===== src/hdl/wd_pkg.sv =====
// Constants shared by the dual watchdog design
package wd_pkg;
   localparam int CLK_HZ   = 100_000_000;
   localparam int TICK_HZ  = 32_768;
   // Nearest whole divide; the tick runs 0.008 % slow
   localparam int TICK_DIV = (CLK_HZ + TICK_HZ / 2) / TICK_HZ;
   localparam int TICK_W   = 12;
   localparam logic [TICK_W-1:0] TICK_LAST = TICK_W'(TICK_DIV - 1);

   localparam int ADDR_W = 16;
   localparam int CNT_W  = 24;
   localparam int NCH    = 2;
   localparam int CH_LEG = 0;
   localparam int CH_DIR = 1;

   localparam logic [ADDR_W-1:0] PORT_INDEX   = 16'h0022;
   localparam logic [ADDR_W-1:0] PORT_DATA    = 16'h0023;
   localparam logic [ADDR_W-1:0] PORT_RELOAD  = 16'h0067;
   localparam logic [ADDR_W-1:0] PORT_CTRL    = 16'h0068;
   localparam logic [ADDR_W-1:0] PORT_ACT     = 16'h0069;
   localparam logic [ADDR_W-1:0] PORT_LIM_LO  = 16'h006a;
   localparam logic [ADDR_W-1:0] PORT_LIM_MID = 16'h006b;
   localparam logic [ADDR_W-1:0] PORT_LIM_HI  = 16'h006c;
   localparam logic [ADDR_W-1:0] PORT_STATUS  = 16'h006d;

   localparam logic [7:0] IDX_ENABLE  = 8'h37;
   localparam logic [7:0] IDX_ACT     = 8'h38;
   localparam logic [7:0] IDX_LIM_LO  = 8'h39;
   localparam logic [7:0] IDX_LIM_MID = 8'h3a;
   localparam logic [7:0] IDX_LIM_HI  = 8'h3b;
   localparam logic [7:0] IDX_STATUS  = 8'h3c;

   localparam int EN_BIT   = 6;
   localparam int SVC_BIT  = 6;
   localparam int FLAG_BIT = 7;
   localparam int ACT_LSB  = 4;

   localparam logic       LEG_EN_RST  = 1'b1;
   localparam logic       DIR_EN_RST  = 1'b0;
   localparam logic [7:0] BYTE_RST    = 8'h00;
   localparam logic [3:0] ACT_RST     = 4'h0;
   localparam logic [CNT_W-1:0] CNT_RST = 24'h00_0000;
   localparam logic [15:0] IRQ_NONE   = 16'h0000;

   typedef enum logic [3:0] {
      ACT_IRQ3  = 4'b0001,
      ACT_IRQ4  = 4'b0010,
      ACT_IRQ5  = 4'b0011,
      ACT_IRQ6  = 4'b0100,
      ACT_IRQ7  = 4'b0101,
      ACT_IRQ9  = 4'b0110,
      ACT_IRQ10 = 4'b0111,
      ACT_IRQ12 = 4'b1001,
      ACT_IRQ14 = 4'b1010,
      ACT_IRQ15 = 4'b1011,
      ACT_NMI   = 4'b1100,
      ACT_RESET = 4'b1101
   } act_type;
endpackage


===== src/hdl/wd_core.sv =====
// One 24-bit up-counting watchdog channel
`timescale 1ns/10ps
module wd_core
   import wd_pkg::*;
(
   input  wire logic             i_sys_clk,
   input  wire logic             i_nrst,
   input  wire logic             i_tick,
   input  wire logic             i_enable,
   input  wire logic             i_restart,
   input  wire logic [CNT_W-1:0] i_limit,
   output logic                  o_timeout,
   output logic      [CNT_W-1:0] o_count
);
   logic [CNT_W-1:0] cnt_ff;
   logic             tmo_ff;
   logic [CNT_W-1:0] cnt_inc;
   logic             step;
   logic [CNT_W-1:0] nxt_cnt;
   logic             nxt_tmo;

   // Counter parks at the limit so one expiry gives one event
   assign cnt_inc = cnt_ff + 24'h00_0001;
   assign step    = i_enable && !i_restart && i_tick && (cnt_ff != i_limit);
   assign nxt_cnt = (!i_enable || i_restart) ? CNT_RST : (step ? cnt_inc : cnt_ff);
   assign nxt_tmo = step && (cnt_inc == i_limit);

   always_ff @(posedge i_sys_clk or negedge i_nrst)
   begin
      if (!i_nrst)
      begin
         cnt_ff <= CNT_RST;
         tmo_ff <= 1'b0;
      end
      else
      begin
         cnt_ff <= nxt_cnt;
         tmo_ff <= nxt_tmo;
      end
   end

   assign o_timeout = tmo_ff;
   assign o_count   = cnt_ff;

   property p_disable_clears;
      @(posedge i_sys_clk) disable iff (!i_nrst)
      !i_enable |=> (cnt_ff == CNT_RST);
   endproperty
   a_disable_clears: assert property (p_disable_clears) else $error("count not cleared on disable");

   property p_count_step;
      @(posedge i_sys_clk) disable iff (!i_nrst)
      (i_enable && !i_restart && i_tick && cnt_ff != i_limit) |=> (cnt_ff == $past(cnt_ff) + 24'h00_0001);
   endproperty
   a_count_step: assert property (p_count_step) else $error("count did not step on tick");

   property p_timeout_at_limit;
      @(posedge i_sys_clk) disable iff (!i_nrst)
      tmo_ff |-> (cnt_ff == $past(i_limit)) && ($past(cnt_ff) != cnt_ff);
   endproperty
   a_timeout_at_limit: assert property (p_timeout_at_limit) else $error("timeout away from limit");
endmodule


===== src/hdl/dual_watchdog_timers.sv =====
// Legacy and direct watchdog timers with their I/O port register file
`timescale 1ns/10ps
module dual_watchdog_timers
   import wd_pkg::*;
(
   input  wire logic              i_sys_clk,
   input  wire logic              i_nrst,
   input  wire logic [ADDR_W-1:0] i_io_addr,
   input  wire logic [7:0]        i_io_wdata,
   input  wire logic              i_io_wr,
   input  wire logic              i_io_rd,
   output logic      [7:0]        o_io_rdata,
   output logic      [15:0]       o_irq,
   output logic                   o_nmi,
   output logic                   o_sys_rst_req
);
   import wd_pkg::*;

   // Register file
   logic [7:0]       idx_ff;
   logic             leg_en_ff;
   logic [3:0]       leg_act_ff;
   logic [CNT_W-1:0] leg_lim_ff;
   logic             leg_flag_ff;
   logic             dir_en_ff;
   logic [3:0]       dir_act_ff;
   logic [CNT_W-1:0] dir_lim_ff;
   logic             dir_flag_ff;
   logic [7:0]       rdata_ff;
   logic [15:0]      irq_ff;
   logic             nmi_ff;
   logic             rst_req_ff;
   logic [TICK_W-1:0] tick_cnt_ff;
   logic             tick_ff;

   // Port decode
   logic wr_index;
   logic wr_data;
   logic wr_leg_en;
   logic wr_leg_act;
   logic wr_leg_lo;
   logic wr_leg_mid;
   logic wr_leg_hi;
   logic wr_leg_svc;
   logic wr_reload;
   logic wr_ctrl;
   logic wr_dir_act;
   logic wr_dir_lo;
   logic wr_dir_mid;
   logic wr_dir_hi;
   logic wr_status;

   assign wr_index   = i_io_wr && (i_io_addr == PORT_INDEX);
   assign wr_data    = i_io_wr && (i_io_addr == PORT_DATA);
   assign wr_leg_en  = wr_data && (idx_ff == IDX_ENABLE);
   assign wr_leg_act = wr_data && (idx_ff == IDX_ACT);
   assign wr_leg_lo  = wr_data && (idx_ff == IDX_LIM_LO);
   assign wr_leg_mid = wr_data && (idx_ff == IDX_LIM_MID);
   assign wr_leg_hi  = wr_data && (idx_ff == IDX_LIM_HI);
   assign wr_leg_svc = wr_data && (idx_ff == IDX_STATUS) && i_io_wdata[SVC_BIT];
   assign wr_reload  = i_io_wr && (i_io_addr == PORT_RELOAD);
   assign wr_ctrl    = i_io_wr && (i_io_addr == PORT_CTRL);
   assign wr_dir_act = i_io_wr && (i_io_addr == PORT_ACT);
   assign wr_dir_lo  = i_io_wr && (i_io_addr == PORT_LIM_LO);
   assign wr_dir_mid = i_io_wr && (i_io_addr == PORT_LIM_MID);
   assign wr_dir_hi  = i_io_wr && (i_io_addr == PORT_LIM_HI);
   assign wr_status  = i_io_wr && (i_io_addr == PORT_STATUS);

   // Tick generator shared by both channels
   logic              tick_wrap;
   logic [TICK_W-1:0] nxt_tick_cnt;

   assign tick_wrap    = (tick_cnt_ff == TICK_LAST);
   assign nxt_tick_cnt = tick_wrap ? '0 : tick_cnt_ff + 12'h001;

   always_ff @(posedge i_sys_clk or negedge i_nrst)
   begin
      if (!i_nrst)
      begin
         tick_cnt_ff <= '0;
         tick_ff     <= 1'b0;
      end
      else
      begin
         tick_cnt_ff <= nxt_tick_cnt;
         tick_ff     <= tick_wrap;
      end
   end

   // Channel wiring: index 0 legacy, index 1 direct
   logic [NCH-1:0]   ch_en;
   logic [NCH-1:0]   ch_restart;
   logic [NCH-1:0]   ch_timeout;
   logic [NCH-1:0]   ch_flag;
   logic [CNT_W-1:0] ch_limit [NCH];
   logic [CNT_W-1:0] ch_count [NCH];
   logic [3:0]       ch_act   [NCH];
   logic [15:0]      ch_irq   [NCH];
   logic [NCH-1:0]   ch_nmi;
   logic [NCH-1:0]   ch_rst;

   assign ch_en[CH_LEG]      = leg_en_ff;
   assign ch_en[CH_DIR]      = dir_en_ff;
   assign ch_restart[CH_LEG] = wr_leg_svc;
   assign ch_restart[CH_DIR] = wr_reload;
   assign ch_limit[CH_LEG]   = leg_lim_ff;
   assign ch_limit[CH_DIR]   = dir_lim_ff;
   assign ch_act[CH_LEG]     = leg_act_ff;
   assign ch_act[CH_DIR]     = dir_act_ff;
   assign ch_flag[CH_LEG]    = leg_flag_ff;
   assign ch_flag[CH_DIR]    = dir_flag_ff;

   function automatic logic [15:0] irq_mask(input logic [3:0] code);
      logic [15:0] m;
      m = IRQ_NONE;
      case (code)
         ACT_IRQ3:  m[3]  = 1'b1;
         ACT_IRQ4:  m[4]  = 1'b1;
         ACT_IRQ5:  m[5]  = 1'b1;
         ACT_IRQ6:  m[6]  = 1'b1;
         ACT_IRQ7:  m[7]  = 1'b1;
         ACT_IRQ9:  m[9]  = 1'b1;
         ACT_IRQ10: m[10] = 1'b1;
         ACT_IRQ12: m[12] = 1'b1;
         ACT_IRQ14: m[14] = 1'b1;
         ACT_IRQ15: m[15] = 1'b1;
         default:   m = IRQ_NONE;
      endcase
      return m;
   endfunction

   genvar g;
   generate
      for (g = 0; g < NCH; g++)
      begin : g_ch
         wd_core u_core (
            .i_sys_clk (i_sys_clk),
            .i_nrst    (i_nrst),
            .i_tick    (tick_ff),
            .i_enable  (ch_en[g]),
            .i_restart (ch_restart[g]),
            .i_limit   (ch_limit[g]),
            .o_timeout (ch_timeout[g]),
            .o_count   (ch_count[g])
         );
         // IRQ and NMI follow the sticky flag; reset fires once on the event
         assign ch_irq[g] = ch_flag[g] ? irq_mask(ch_act[g]) : IRQ_NONE;
         assign ch_nmi[g] = ch_flag[g] && (ch_act[g] == ACT_NMI);
         assign ch_rst[g] = ch_timeout[g] && (ch_act[g] == ACT_RESET);
      end
   endgenerate

   // Status flags: a timeout in the clearing cycle wins
   logic nxt_leg_flag;
   logic nxt_dir_flag;

   assign nxt_leg_flag = ch_timeout[CH_LEG] || (leg_flag_ff && !wr_leg_svc);
   assign nxt_dir_flag = ch_timeout[CH_DIR] || (dir_flag_ff && !(wr_status && i_io_wdata[FLAG_BIT]));

   // Read mux; reserved bits, unknown indices and direct_wd_reload read zero
   logic [7:0] leg_rd;
   logic [7:0] dir_rd;
   logic [7:0] nxt_rdata;

   assign leg_rd = (idx_ff == IDX_ENABLE)  ? {1'b0, leg_en_ff, 6'h00} :
                   (idx_ff == IDX_ACT)     ? {leg_act_ff, 4'h0} :
                   (idx_ff == IDX_LIM_LO)  ? leg_lim_ff[7:0] :
                   (idx_ff == IDX_LIM_MID) ? leg_lim_ff[15:8] :
                   (idx_ff == IDX_LIM_HI)  ? leg_lim_ff[23:16] :
                   (idx_ff == IDX_STATUS)  ? {leg_flag_ff, 7'h00} : BYTE_RST;
   assign dir_rd = (i_io_addr == PORT_CTRL)    ? {1'b0, dir_en_ff, 6'h00} :
                   (i_io_addr == PORT_ACT)     ? {dir_act_ff, 4'h0} :
                   (i_io_addr == PORT_LIM_LO)  ? dir_lim_ff[7:0] :
                   (i_io_addr == PORT_LIM_MID) ? dir_lim_ff[15:8] :
                   (i_io_addr == PORT_LIM_HI)  ? dir_lim_ff[23:16] :
                   (i_io_addr == PORT_STATUS)  ? {dir_flag_ff, 7'h00} : BYTE_RST;
   assign nxt_rdata = !i_io_rd ? rdata_ff :
                      (i_io_addr == PORT_INDEX) ? idx_ff :
                      (i_io_addr == PORT_DATA)  ? leg_rd : dir_rd;

   always_ff @(posedge i_sys_clk or negedge i_nrst)
   begin
      if (!i_nrst)
      begin
         idx_ff     <= BYTE_RST;
         leg_en_ff  <= LEG_EN_RST;
         leg_act_ff <= ACT_RST;
         leg_lim_ff <= CNT_RST;
         dir_en_ff  <= DIR_EN_RST;
         dir_act_ff <= ACT_RST;
         dir_lim_ff <= CNT_RST;
      end
      else
      begin
         if (wr_index)
            idx_ff <= i_io_wdata;
         if (wr_leg_en)
            leg_en_ff <= i_io_wdata[EN_BIT];
         if (wr_leg_act)
            leg_act_ff <= i_io_wdata[7:ACT_LSB];
         if (wr_leg_lo)
            leg_lim_ff[7:0] <= i_io_wdata;
         if (wr_leg_mid)
            leg_lim_ff[15:8] <= i_io_wdata;
         if (wr_leg_hi)
            leg_lim_ff[23:16] <= i_io_wdata;
         if (wr_ctrl)
            dir_en_ff <= i_io_wdata[EN_BIT];
         if (wr_dir_act)
            dir_act_ff <= i_io_wdata[7:ACT_LSB];
         if (wr_dir_lo)
            dir_lim_ff[7:0] <= i_io_wdata;
         if (wr_dir_mid)
            dir_lim_ff[15:8] <= i_io_wdata;
         if (wr_dir_hi)
            dir_lim_ff[23:16] <= i_io_wdata;
      end
   end

   always_ff @(posedge i_sys_clk or negedge i_nrst)
   begin
      if (!i_nrst)
      begin
         leg_flag_ff <= 1'b0;
         dir_flag_ff <= 1'b0;
         rdata_ff    <= BYTE_RST;
         irq_ff      <= IRQ_NONE;
         nmi_ff      <= 1'b0;
         rst_req_ff  <= 1'b0;
      end
      else
      begin
         leg_flag_ff <= nxt_leg_flag;
         dir_flag_ff <= nxt_dir_flag;
         rdata_ff    <= nxt_rdata;
         irq_ff      <= ch_irq[CH_LEG] | ch_irq[CH_DIR];
         nmi_ff      <= |ch_nmi;
         rst_req_ff  <= |ch_rst;
      end
   end

   assign o_io_rdata    = rdata_ff;
   assign o_irq         = irq_ff;
   assign o_nmi         = nmi_ff;
   assign o_sys_rst_req = rst_req_ff;

   property p_index_latch;
      @(posedge i_sys_clk) disable iff (!i_nrst)
      wr_index |=> (idx_ff == $past(i_io_wdata));
   endproperty
   a_index_latch: assert property (p_index_latch) else $error("index port not latched");

   property p_tick_spacing;
      @(posedge i_sys_clk) disable iff (!i_nrst)
      tick_ff |=> !tick_ff [*8];
   endproperty
   a_tick_spacing: assert property (p_tick_spacing) else $error("tick too frequent");

   property p_leg_flag_set;
      @(posedge i_sys_clk) disable iff (!i_nrst)
      ch_timeout[CH_LEG] |=> leg_flag_ff;
   endproperty
   a_leg_flag_set: assert property (p_leg_flag_set) else $error("legacy flag not set");

   property p_leg_service;
      @(posedge i_sys_clk) disable iff (!i_nrst)
      (wr_leg_svc && leg_en_ff) |=> (ch_count[CH_LEG] == CNT_RST);
   endproperty
   a_leg_service: assert property (p_leg_service) else $error("service write did not restart");

   property p_dir_reload;
      @(posedge i_sys_clk) disable iff (!i_nrst)
      wr_reload |=> (ch_count[CH_DIR] == CNT_RST) && !ch_timeout[CH_DIR];
   endproperty
   a_dir_reload: assert property (p_dir_reload) else $error("reload write did not clear count");

   property p_dir_w1c;
      @(posedge i_sys_clk) disable iff (!i_nrst)
      (wr_status && i_io_wdata[FLAG_BIT] && !ch_timeout[CH_DIR]) |=> !dir_flag_ff;
   endproperty
   a_dir_w1c: assert property (p_dir_w1c) else $error("direct flag not cleared");

   property p_dir_flag_sticky;
      @(posedge i_sys_clk) disable iff (!i_nrst)
      (dir_flag_ff && !(wr_status && i_io_wdata[FLAG_BIT])) |=> dir_flag_ff;
   endproperty
   a_dir_flag_sticky: assert property (p_dir_flag_sticky) else $error("direct flag lost");

   property p_nmi_follows;
      @(posedge i_sys_clk) disable iff (!i_nrst)
      (dir_flag_ff && dir_act_ff == ACT_NMI) |=> o_nmi;
   endproperty
   a_nmi_follows: assert property (p_nmi_follows) else $error("nmi not raised");

   property p_rst_pulse;
      @(posedge i_sys_clk) disable iff (!i_nrst)
      (ch_timeout[CH_LEG] && leg_act_ff == ACT_RESET) || (ch_timeout[CH_DIR] && dir_act_ff == ACT_RESET)
      |=> o_sys_rst_req ##1 !o_sys_rst_req;
   endproperty
   a_rst_pulse: assert property (p_rst_pulse) else $error("reset request not a single pulse");
endmodule


===== config.mk =====
export PLATFORM = sky130hd
export DESIGN_NAME = dual_watchdog_timers
export DESIGN_NICKNAME = d
export VERILOG_FILES = /design/src/hdl/wd_pkg.sv /design/src/hdl/wd_core.sv /design/src/hdl/dual_watchdog_timers.sv
export SDC_FILE = /design/constraint.sdc
export NUM_CORES = 1
export LEC_CHECK = 0
export ABC_AREA = 1
export BUFFER_PORTS_ARGS = -buffer_cell sky130_fd_sc_hd__buf_2
export CELL_PAD_IN_SITES_DETAIL_PLACEMENT = 1
export CELL_PAD_IN_SITES_GLOBAL_PLACEMENT = 2
export CORE_ASPECT_RATIO = 0.5
export CORE_UTILIZATION = 32
export CTS_CLUSTER_DIAMETER = 30
export CTS_CLUSTER_SIZE = 16
export DETAILED_ROUTE_END_ITERATION = 16
export PLACE_DENSITY_LB_ADDON = 0.1
export SLEW_MARGIN = 20
export SYNTH_ARGS = -nofsm -noshare
export SYNTH_HDL_FRONTEND = slang
export SYNTH_SLANG_ARGS = --single-unit
export TNS_END_PERCENT = 5

===== constraint.sdc =====
create_clock -name i_sys_clk -period 1.6 [get_ports i_sys_clk]
set_input_delay 0.32 -clock i_sys_clk [delete_from_list [all_inputs] [get_ports i_sys_clk]]
set_output_delay 0.32 -clock i_sys_clk [all_outputs]
set_load 0.05 [all_outputs]

==> impl_metrics.env, run 1 <==
export IMPL_run_status="finished with violations"
export IMPL_violations="negative setup slack"
export IMPL_ant_nets=0
export IMPL_port_buffer_count=47
export IMPL_critical_path_capture_point_type="flip-flop"
export IMPL_grt_antenna_before_repair=1
export IMPL_placement_cell_area_um2=12990
export IMPL_dpl_worst_slack_ps=-448.0
export IMPL_post_synth_and_or_nand_nor_area_fraction_pct=35.83
export IMPL_die_height_um=125.7
export IMPL_cts_num_sinks=151
export IMPL_yosysMostFrequentCell="nand2_1"
export IMPL_final_nets=1856
export IMPL_hold_start="i_io_rd"
export IMPL_tritoncts_clock_tree="done"
export IMPL_vdd_ir_drop_worst_uv=778.3
export IMPL_number_of_drc_markers_in_iteration_0=509
export IMPL_placeableCoreArea_um2=29560
export IMPL_finish_stage_setup_viols=58
export IMPL_worst_ep_required_ps=1970
export IMPL_synth_fa_ha_area_share_pct=0.3831
export IMPL_initial_utilization_pct=33.14
export IMPL_finalClockSkew_ps=14.47
export IMPL_hold_ws_ps=109.2
export IMPL_regToRegStartpoint="g_ch[1].u_core.o_count[0]"
export IMPL_antenna_diode_count=0
export IMPL_design_portCount=54
export IMPL_power_per_cell_area_nw_per_um2=589.7
export IMPL_combinational_family_with_the_most_area_after_synthesis="simple AND/OR/NAND/NOR gates"
export IMPL_synth_ff_type="dfrtp_1"
export IMPL_synth_edff_count=0
export IMPL_avg_cell_area_syn_um2=6.934
export IMPL_worstHoldPathType="primary input to flip-flop"
export IMPL_layoutNonFillerInstCount=2229
export IMPL_synth_top_area_cell="dfrtp_1"
export IMPL_setup_reg_to_reg_worst_slack_ps=-370
export IMPL_ys_top_cells_by_count="nand2_1 (441), inv_1 (196), nor2_1 (156)"
export IMPL_placed_cells=2167
export IMPL_synth_xor_area_share_pct=4.750
export IMPL_grt_pass1_wl_um=62160
export IMPL_synth_yosys_warnings=0
export IMPL_met1_length_um=18630
export IMPL_total_leakage_power_nw=6.975
export IMPL_critical_path_arrival_ps=2340
export IMPL_area_growth_synth_to_final_pct=47.82
export IMPL_synthTopCellsByArea="dfrtp_1 (38%), nand2_1 (17%), inv_1 (7.5%), nor2_1 (6.0%), o21ai_0 (5.5%)"
export IMPL_period_minus_slack_ps=1966
export IMPL_synth_sequential_area_ratio_pct=38.58
export IMPL_timing_final_max_slew_violations=0
export IMPL_cts_max_path_buffers=2
export IMPL_wl_per_cell_um=17.87
export IMPL_finalCritPeriodShare_pct=122.9
export IMPL_regToRegEndpoint="g_ch[1].u_core.o_timeout"
export IMPL_async_reset_ff_share_pct=100.0
export IMPL_synth_mux_area_share_pct=0
export IMPL_cts_buffers=17
export IMPL_yosysUniqueCellTypes=51
export IMPL_clk_latency_ps=460
export IMPL_clock_tree_htree_level_count=4
export IMPL_place_hpwl_um=30310
export IMPL_multiInputGateArea_um2=5652
export IMPL_timing_critical_path_cells="buf_6, inv_4, nor2_4, buf_4, buf_4, nand2_2, xor2_1, nand2_1, nor2_1, nand3_1, nor2_2, nand4_1, nor2_2"
export IMPL_worst_path_max_fanout=3
export IMPL_rr_worst_depth=13
export IMPL_met3_wirelength_um=966
export IMPL_maxUsedRoutingLayer="met4"
export IMPL_sequential_cell_area_um2=3794
export IMPL_cp_peak_stage_delay_ps=440
export IMPL_setup_tns_ps=-13930
export IMPL_maxCapViolations=0
export IMPL_num_vias=10800
export IMPL_hold_depth=3
export IMPL_critPathKind="flip-flop to flip-flop"
export IMPL_synthesis_area_um2=9798
export IMPL_grt_usage_pct=25.60
export IMPL_min_to="o_io_rdata[0]"
export IMPL_dr_wl_met2_um=19560
export IMPL_fraction_of_the_mapped_netlist_area_in_compound_gates_pct=10.96
export IMPL_fmax_mhz=508.6
export IMPL_syn_instance_count=1413
export IMPL_route_detailed_vias_per_inst=4.845
export IMPL_netlist_area_leader_share_pct=38.31
export IMPL_worst_slew_pin_slew_ps=579.2
export IMPL_totalWireLength_um=39840
export IMPL_rsz0062_at_grt="yes"
export IMPL_cpMaxStageDelayCell="dfrtp_1"
export IMPL_drc=0
export IMPL_headroom_to_the_max_slew_limit_pct=61.34
export IMPL_startpoint_type="flip-flop"
export IMPL_grt_max_degree=58
export IMPL_cts_root_buf="clkbuf_16"
export IMPL_clkSlewWorstSetupHoldPaths_ps=70
export IMPL_router_iterations_before_antenna_repair=5
export IMPL_fill_cell_instance_count_of_the_final_layout=3778
export IMPL_overflow=0
export IMPL_final_cell_area_um2=14480
export IMPL_final_hold_violation_count=0
export IMPL_gp_congestion=0.9295
export IMPL_setup_ws_ps=-366.3
export IMPL_floorplan_die_width_um=249.5
export IMPL_drive_above_1_share_pct=34.77
export IMPL_ys_ff_latch=151
export IMPL_row_count=44
export IMPL_first_global_vias=11420
export IMPL_die_area_um2=31370
## sequential cells by signal (all words and copies together) (netlist names)
signal	cells
g_ch.u_core.o_count	48
o_sys_rst_req	1
dir_lim_ff	24
o_nmi	1
dir_en_ff	1
leg_flag_ff	1
tick_cnt_ff	12
g_ch.u_core.o_timeout	2
dir_flag_ff	1
leg_en_ff	1
leg_lim_ff	24
o_irq	10
idx_ff	8
dir_act_ff	4
o_io_rdata	8
leg_act_ff	4
tick_ff	1
## routing by layer
layer | vias to the layer above | global-route usage (%)
met5 | - | 0
met4 | 0 | 5.628
li1 | 5325 | -
met2 | 115 | 44.92
met3 | 42 | 3.989
met1 | 5317 | 33.29
## metrics by stage
stage,power [mW],util [%]
global route,8.817,48.99
CTS,8.666,46.95
finish,8.542,48.99
floorplan,4.005,-
detailed placement,4.244,43.94
global placement,4.238,43.94
## report_power, final
group | switching (mW) | total, mW | leakage (nW) | internal [mW]
Combinational | 0.254 | 0.349 | 4.61 | 0.0945
Sequential | 0.00118 | 3.82 | 2.06 | 3.82
Clock | 1.88 | 4.37 | 0.305 | 2.49
Total | 2.13 | 8.54 | 6.98 | 6.41
## critical path, delay by kind of cell, from the launching register on
kind	cells	cell delay (ps)
flops	1	440
xor+xnor	1	170
buf+inv	4	430
simple gates	8	830
## kinds of logic after synthesis
logic type,count (synthesis)
AOI/OAI and AO/OA,183
xor gates and xnor gates,50
adders and majority gates,3
buffers and inverters,231
DFF,151
other,1
and+or+nand+nor,794
## how the worst max path moves through the flow
stage,from,endpoint,slack [ps],depth (start not counted)
2_1_floorplan,g_ch[0].u_core.o_count[1],g_ch[0].u_core.o_count[20],-110,9
3_3_place_gp,g_ch[0].u_core.o_count[5],g_ch[0].u_core.o_count[23],-390,12
3_5_place_dp,i_io_addr[5],g_ch[1].u_core.o_count[0],-450,13
4_1_cts,g_ch[0].u_core.o_count[1],g_ch[0].u_core.o_count[22],-350,10
5_1_grt,g_ch[1].u_core.o_count[0],g_ch[1].u_core.o_timeout,-500,13
6_report,g_ch[1].u_core.o_count[0],g_ch[1].u_core.o_timeout,-370,13
## area by class of cell
| cell class | instances | area share (%) |
|---|---|---|
| multi-input combinational | 1036 | 39.02 |
| sequential | 151 | 26.19 |
| timing repair buffer | 415 | 21.77 |
| inverter | 204 | 5.390 |
| tap | 391 | 3.378 |
| clock buffer | 17 | 2.937 |
| clock inverter | 15 | 1.313 |
## placed cells by master (no fill, tap or decap), types with 13 or more instances in the layout
| cell | count |
|---|---|
| a21oi_1 | 19 |
| buf_4 | 341 |
| nor3_1 | 18 |
| o21ai_1 | 22 |
| o21ai_0 | 89 |
| nand2_2 | 33 |
| xor2_1 | 34 |
| o22ai_1 | 14 |
| inv_1 | 183 |
| nand3_2 | 14 |
| dfrtp_1 | 139 |
| nor2_1 | 129 |
| clkbuf_16 | 18 |
| nor2_2 | 25 |
| o22ai_2 | 13 |
| buf_2 | 46 |
| nor2_4 | 22 |
| nand3_1 | 71 |
| nand4_1 | 30 |
| buf_6 | 22 |
| nand2_1 | 407 |
| inv_2 | 16 |
## what timing repair did
item / 4_1_cts / 5_1_grt
pin swaps: 16 / 52
setup endpoints to repair: 76 / 88
hold buffers: 1 / 0
hold endpoints to repair: 20 / 0
buffers inserted: 13 / 15
cloned: 0 / 1
gates resized for setup: 48 / 149
Power figures use the tool's default switching activity.
==> run 2: changes to the inputs <==
--- a/config.mk
+++ b/config.mk
@@ -15,7 +15,7 @@
 export CTS_CLUSTER_SIZE = 16
 export DETAILED_ROUTE_END_ITERATION = 16
 export PLACE_DENSITY_LB_ADDON = 0.1
-export SLEW_MARGIN = 20
+export SKIP_CTS_REPAIR_TIMING = 1
 export SYNTH_ARGS = -nofsm -noshare
 export SYNTH_HDL_FRONTEND = slang
 export SYNTH_SLANG_ARGS = --single-unit
==> impl_metrics.env, run 2 (synthesized netlist as in run 1, its figures left out) <==
export IMPL_design_portCount=54
export IMPL_vdd_ir_drop_worst_uv=787.4
export IMPL_number_of_drc_markers_in_iteration_0=561
export IMPL_total_leakage_power_nw=6.871
export IMPL_first_global_vias=11290
export IMPL_maxCapViolations=0
export IMPL_critPathKind="flip-flop to flip-flop"
export IMPL_violations="negative setup slack"
export IMPL_worstHoldPathType="primary input to flip-flop"
export IMPL_grt_antenna_before_repair=1
export IMPL_power_per_cell_area_nw_per_um2=603.9
export IMPL_cts_buffers=17
export IMPL_timing_final_max_slew_violations=0
export IMPL_tritoncts_clock_tree="done"
export IMPL_finalClockSkew_ps=14.45
export IMPL_fmax_mhz=508.9
export IMPL_final_nets=1843
export IMPL_period_minus_slack_ps=1965
export IMPL_layout_common_cells="nand2_1 (422), buf_4 (337), inv_1 (188)"
export IMPL_totalWireLength_um=39110
export IMPL_ant_nets=0
export IMPL_cts_max_path_buffers=2
export IMPL_place_hpwl_um=30310
export IMPL_grt_pass1_wl_um=61310
export IMPL_finalCritPeriodShare_pct=122.8
export IMPL_layout_commonest_cell="nand2_1"
export IMPL_final_hold_violation_count=0
export IMPL_die_area_um2=31370
export IMPL_initial_utilization_pct=33.14
export IMPL_die_height_um=125.7
export IMPL_setup_ws_ps=-365.1
export IMPL_grt_max_degree=58
export IMPL_gp_congestion=0.9295
export IMPL_sum_of_internal_switching_and_leakage_power_mw=8.547
export IMPL_port_buffer_count=47
export IMPL_critical_path_capture_point_type="flip-flop"
export IMPL_multiInputGateArea_um2=5479
export IMPL_drive_above_1_share_pct=31.73
export IMPL_placeableCoreArea_um2=29560
export IMPL_hold_ws_ps=103.8
export IMPL_antenna_diode_count=0
export IMPL_worst_ep_required_ps=1950
export IMPL_critical_path_arrival_ps=2310
export IMPL_worst_path_max_fanout=8
export IMPL_startpoint_type="flip-flop"
export IMPL_clock_tree_htree_level_count=4
export IMPL_clkSlewWorstSetupHoldPaths_ps=70
export IMPL_clk_latency_ps=460
export IMPL_row_count=44
export IMPL_cts_num_sinks=151
export IMPL_rsz0062_at_grt="yes"
export IMPL_router_iterations_before_antenna_repair=4
export IMPL_floorplan_die_width_um=249.5
export IMPL_area_growth_synth_to_final_pct=44.44
export IMPL_headroom_to_the_max_slew_limit_pct=61.12
export IMPL_run_status="finished with violations"
export IMPL_wl_per_cell_um=17.65
export IMPL_cts_root_buf="clkbuf_16"
export IMPL_grt_usage_pct=25.26
export IMPL_drc=0
export IMPL_layoutNonFillerInstCount=2216
export IMPL_sequential_cell_area_um2=3787
export IMPL_finish_stage_setup_viols=66
export IMPL_route_detailed_vias_per_inst=4.858
export IMPL_overflow=0
export IMPL_num_vias=10770
export IMPL_fill_cell_instance_count_of_the_final_layout=3792
export IMPL_worst_slew_pin_slew_ps=582.5
export IMPL_placed_cells=2167
export IMPL_largest_register_ffs=48
==> run 2: final cells by class <==
class	instances	area share, %
timing repair buffer	402	21.25
clock inverter	15	1.344
clock buffer	17	3.006
tap	391	3.457
multi-input combinational	1036	38.71
inverter	204	5.464
sequential	151	26.76
==> run 2: final timing paths <==
path                                                 from  cells past startpoint                   endpoint  slack [ps]
worst min register to register              o_io_rdata[2]                      2              o_io_rdata[2]         490
worst max-delay path            g_ch[1].u_core.o_count[0]                     14  g_ch[1].u_core.o_count[3]        -370
max in group asynchronous                          i_nrst                      3  g_ch[1].u_core.o_count[2]         650
worst max register to register  g_ch[1].u_core.o_count[0]                     14  g_ch[1].u_core.o_count[3]        -370
min in group asynchronous                          i_nrst                      2                   o_irq[7]         300
worst min-delay path                              i_io_rd                      3              o_io_rdata[6]         100
==> run 2: per-layer routing <==
metal	GRT usage, %	part of all wire (%)	vias to the layer above
met5	0	0	-
met4	5.519	1.5	0
met3	4.010	2.5	36
met2	43.97	49	119
met1	33.09	47	5320
li1	-	-	5291
==> run 2: worst max-delay path, cell delays in order, from the launching register on <==
cell and delay, ps:
dfrtp_1 430, buf_6 150, inv_4 40, buf_6 120
nand2_2 50, nand2_2 60, nor2_1 90, nand2_1 70
nor2_2 150, nand3_2 130, nand2_4 180, buf_6 150
nor2_1 50, xor2_1 130, nor2_1 50
==> run 2: stage by stage <==
step | worst slack, ps | instance area (µm²) | utilization (%) | TNS (ps)
2_1_floorplan | -105.4 | 9834 | - | -1070
3_3_place_gp | -385.7 | 12990 | 43.94 | -30490
3_5_place_dp | -448.0 | 12990 | 43.94 | -38070
4_1_cts | -457.6 | 13610 | 46.03 | -21340
5_1_grt | -459.1 | 14150 | 47.87 | -22790
6_report | -365.1 | 14150 | 47.87 | -15150
==> run 2: report_power, final <==
part,internal [mW],switching (mW)
sequential,3.82,0.00117
clock,2.49,1.89
combinational,0.0945,0.254
total,6.41,2.14
==> run 3: changes to the inputs <==
--- a/config.mk
+++ b/config.mk
@@ -19,4 +19,3 @@
 export SYNTH_ARGS = -nofsm -noshare
 export SYNTH_HDL_FRONTEND = slang
 export SYNTH_SLANG_ARGS = --single-unit
-export TNS_END_PERCENT = 5
==> impl_metrics.env, run 3 (synthesized netlist as in run 1, its figures left out) <==
export IMPL_run_status="finished with violations"
export IMPL_violations="negative setup slack"
export IMPL_timing_critical_path_cells="ha_4, or2_2, nand3_1, nand2_1, nor2_2, nand3_1, nor2_2, nand2_1, nor3_2, nand3_1, nor2_2"
export IMPL_drive_above_1_share_pct=39.85
export IMPL_total_leakage_power_nw=7.317
export IMPL_headroom_to_the_max_slew_limit_pct=60.51
export IMPL_hold_depth=3
export IMPL_grt_met1_usage_pct=32.54
export IMPL_layout_commonest_cell="nand2_1"
export IMPL_placeableCoreArea_um2=29560
export IMPL_final_cell_area_um2=15230
export IMPL_setup_ws_ps=-504.9
export IMPL_maxCapViolations=0
export IMPL_gp_congestion=0.9618
export IMPL_grt_antenna_before_repair=0
export IMPL_sequential_cell_area_um2=3806
export IMPL_min_to="o_io_rdata[6]"
export IMPL_placed_cells=2176
export IMPL_layoutNonFillerInstCount=2238
export IMPL_floorplan_die_width_um=249.5
export IMPL_rsz0062_at_grt="yes"
export IMPL_largest_register_ffs=48
export IMPL_multiInputGateArea_um2=6136
export IMPL_grt_use_met3_pct=4.217
export IMPL_crit_family="simple AND/OR/NAND/NOR gates"
export IMPL_cts_num_sinks=151
export IMPL_drc=0
export IMPL_totalWireLength_um=40680
export IMPL_grt_usage_pct=25.49
export IMPL_ant_nets=0
export IMPL_worst_path_max_fanout=4
export IMPL_final_nets=1866
export IMPL_wl_per_cell_um=18.18
export IMPL_cts_buffers=17
export IMPL_finalClockSkew_ps=13.65
export IMPL_die_height_um=125.7
export IMPL_num_vias=11000
export IMPL_place_hpwl_um=30360
export IMPL_router_iterations_before_antenna_repair=5
export IMPL_power_per_cell_area_nw_per_um2=552.6
export IMPL_setup_reg_to_reg_worst_slack_ps=-500
export IMPL_initial_utilization_pct=33.14
export IMPL_worst_ep_required_ps=1960
export IMPL_timing_final_max_slew_violations=0
export IMPL_cpMaxStageDelayCell="dfrtp_2"
export IMPL_critical_path_capture_point_type="flip-flop"
export IMPL_rr_worst_depth=11
export IMPL_grt_max_degree=38
export IMPL_finalCoreUtilization_pct=51.52
export IMPL_clkSlewWorstSetupHoldPaths_ps=70
export IMPL_row_count=44
export IMPL_grt_pass1_wl_um=62000
export IMPL_clk_latency_ps=460
export IMPL_vdd_ir_drop_worst_uv=745.5
export IMPL_clock_tree_htree_level_count=4
export IMPL_first_global_vias=11570
export IMPL_finish_stage_setup_viols=86
export IMPL_critical_path_buf_inv_count=0
export IMPL_period_minus_slack_ps=2105
export IMPL_top_usage_layer="met2"
export IMPL_startpoint_type="flip-flop"
export IMPL_fmax_mhz=475.1
export IMPL_worst_slew_pin_slew_ps=591.6
export IMPL_overflow=0
export IMPL_cts_root_buf="clkbuf_16"
export IMPL_regToRegEndpoint="g_ch[0].u_core.o_timeout"
export IMPL_placement_cell_area_um2=13160
export IMPL_port_buffer_count=47
export IMPL_route_detailed_vias_per_inst=4.914
export IMPL_layout_common_cells="nand2_1 (381), buf_4 (326), inv_1 (178)"
export IMPL_cp_peak_stage_delay_ps=450
export IMPL_number_of_drc_markers_in_iteration_0=542
export IMPL_worstHoldPathType="primary input to flip-flop"
export IMPL_die_area_um2=31370
export IMPL_hold_start="i_io_rd"
export IMPL_hold_ws_ps=117.0
export IMPL_path_depth=11
export IMPL_regToRegStartpoint="g_ch[0].u_core.o_count[1]"
export IMPL_design_portCount=54
export IMPL_tritoncts_clock_tree="done"
export IMPL_finalCritPeriodShare_pct=131.6
export IMPL_critical_path_arrival_ps=2470
export IMPL_cts_max_path_buffers=2
export IMPL_antenna_diode_count=0
export IMPL_area_growth_synth_to_final_pct=55.45
export IMPL_sum_of_internal_switching_and_leakage_power_mw=8.417
export IMPL_critPathKind="flip-flop to flip-flop"
export IMPL_final_hold_violation_count=0
export IMPL_grt_met2_usage_pct=44.71
export IMPL_fill_cell_instance_count_of_the_final_layout=3675
[run 3: changes by cell type in the layout (fill, tap and decap cells not counted), moves of 9 or more]
cell / before / now
buf_6: 14 / 32
inv_1: 188 / 178
dfrtp_1: 144 / 129
nand2_1: 422 / 381
nand2_2: 21 / 33
nand2_4: 3 / 31
o21ai_2: 0 / 31
buf_4: 337 / 326
o21ai_0: 90 / 59
buf_12: 4 / 15
nor2_2: 21 / 30
dfrtp_2: 6 / 21
nor2_1: 134 / 118
[run 3: final cells by class]
cell class	instances	area share [%]
Multi-Input combinational cell	1037	40.29
Sequential cell	151	24.99
Timing Repair Buffer	424	22.38
Inverter	204	5.241
Tap cell	391	3.212
Clock buffer	21	3.089
Clock inverter	10	0.8051
[run 3: power breakdown]
group	internal (mW)	switching, mW	total (mW)
combinational	0.0974	0.263	0.360
sequential	3.82	0.00124	3.82
clock	2.42	1.82	4.24
[run 3: how the worst max path moves through the flow]
stage	start	to	slack, ps
after floorplan	g_ch[0].u_core.o_count[0]	g_ch[0].u_core.o_count[11]	-80
after global placement	g_ch[0].u_core.o_count[1]	g_ch[0].u_core.o_timeout	-580
after detailed placement	g_ch[0].u_core.o_count[1]	g_ch[0].u_core.o_timeout	-610
after CTS	g_ch[0].u_core.o_count[1]	g_ch[0].u_core.o_timeout	-640
after global routing	g_ch[0].u_core.o_count[1]	g_ch[0].u_core.o_timeout	-590
final	g_ch[0].u_core.o_count[1]	g_ch[0].u_core.o_timeout	-500
[run 3: worst reg2reg max path, cell delays in order (launching register included)]
cell and delay [ps]:
dfrtp_2 450, ha_4 190, or2_2 280, nand3_1 70
nand2_1 90, nor2_2 130, nand3_1 110, nor2_2 120
nand2_1 80, nor3_2 170, nand3_1 120, nor2_2 190
[run 3: through the flow]
stage                     TNS [ps]  worst slack (ps)
after detailed placement    -33450            -605.4
after global routing        -23400            -592.2
after global placement      -29500            -580.7
after floorplan             -992.8            -78.77
after CTS                   -19570            -635.3
final                       -15690            -504.9
[run 3: metal layers]
| metal | vias to the layer above | wire (µm) |
|---|---|---|
| li1 | 5344 | - |
| met1 | 5476 | 18530 |
| met2 | 126 | 20330 |
| met3 | 51 | 975 |
| met4 | 0 | 835 |
| met5 | - | 0 |
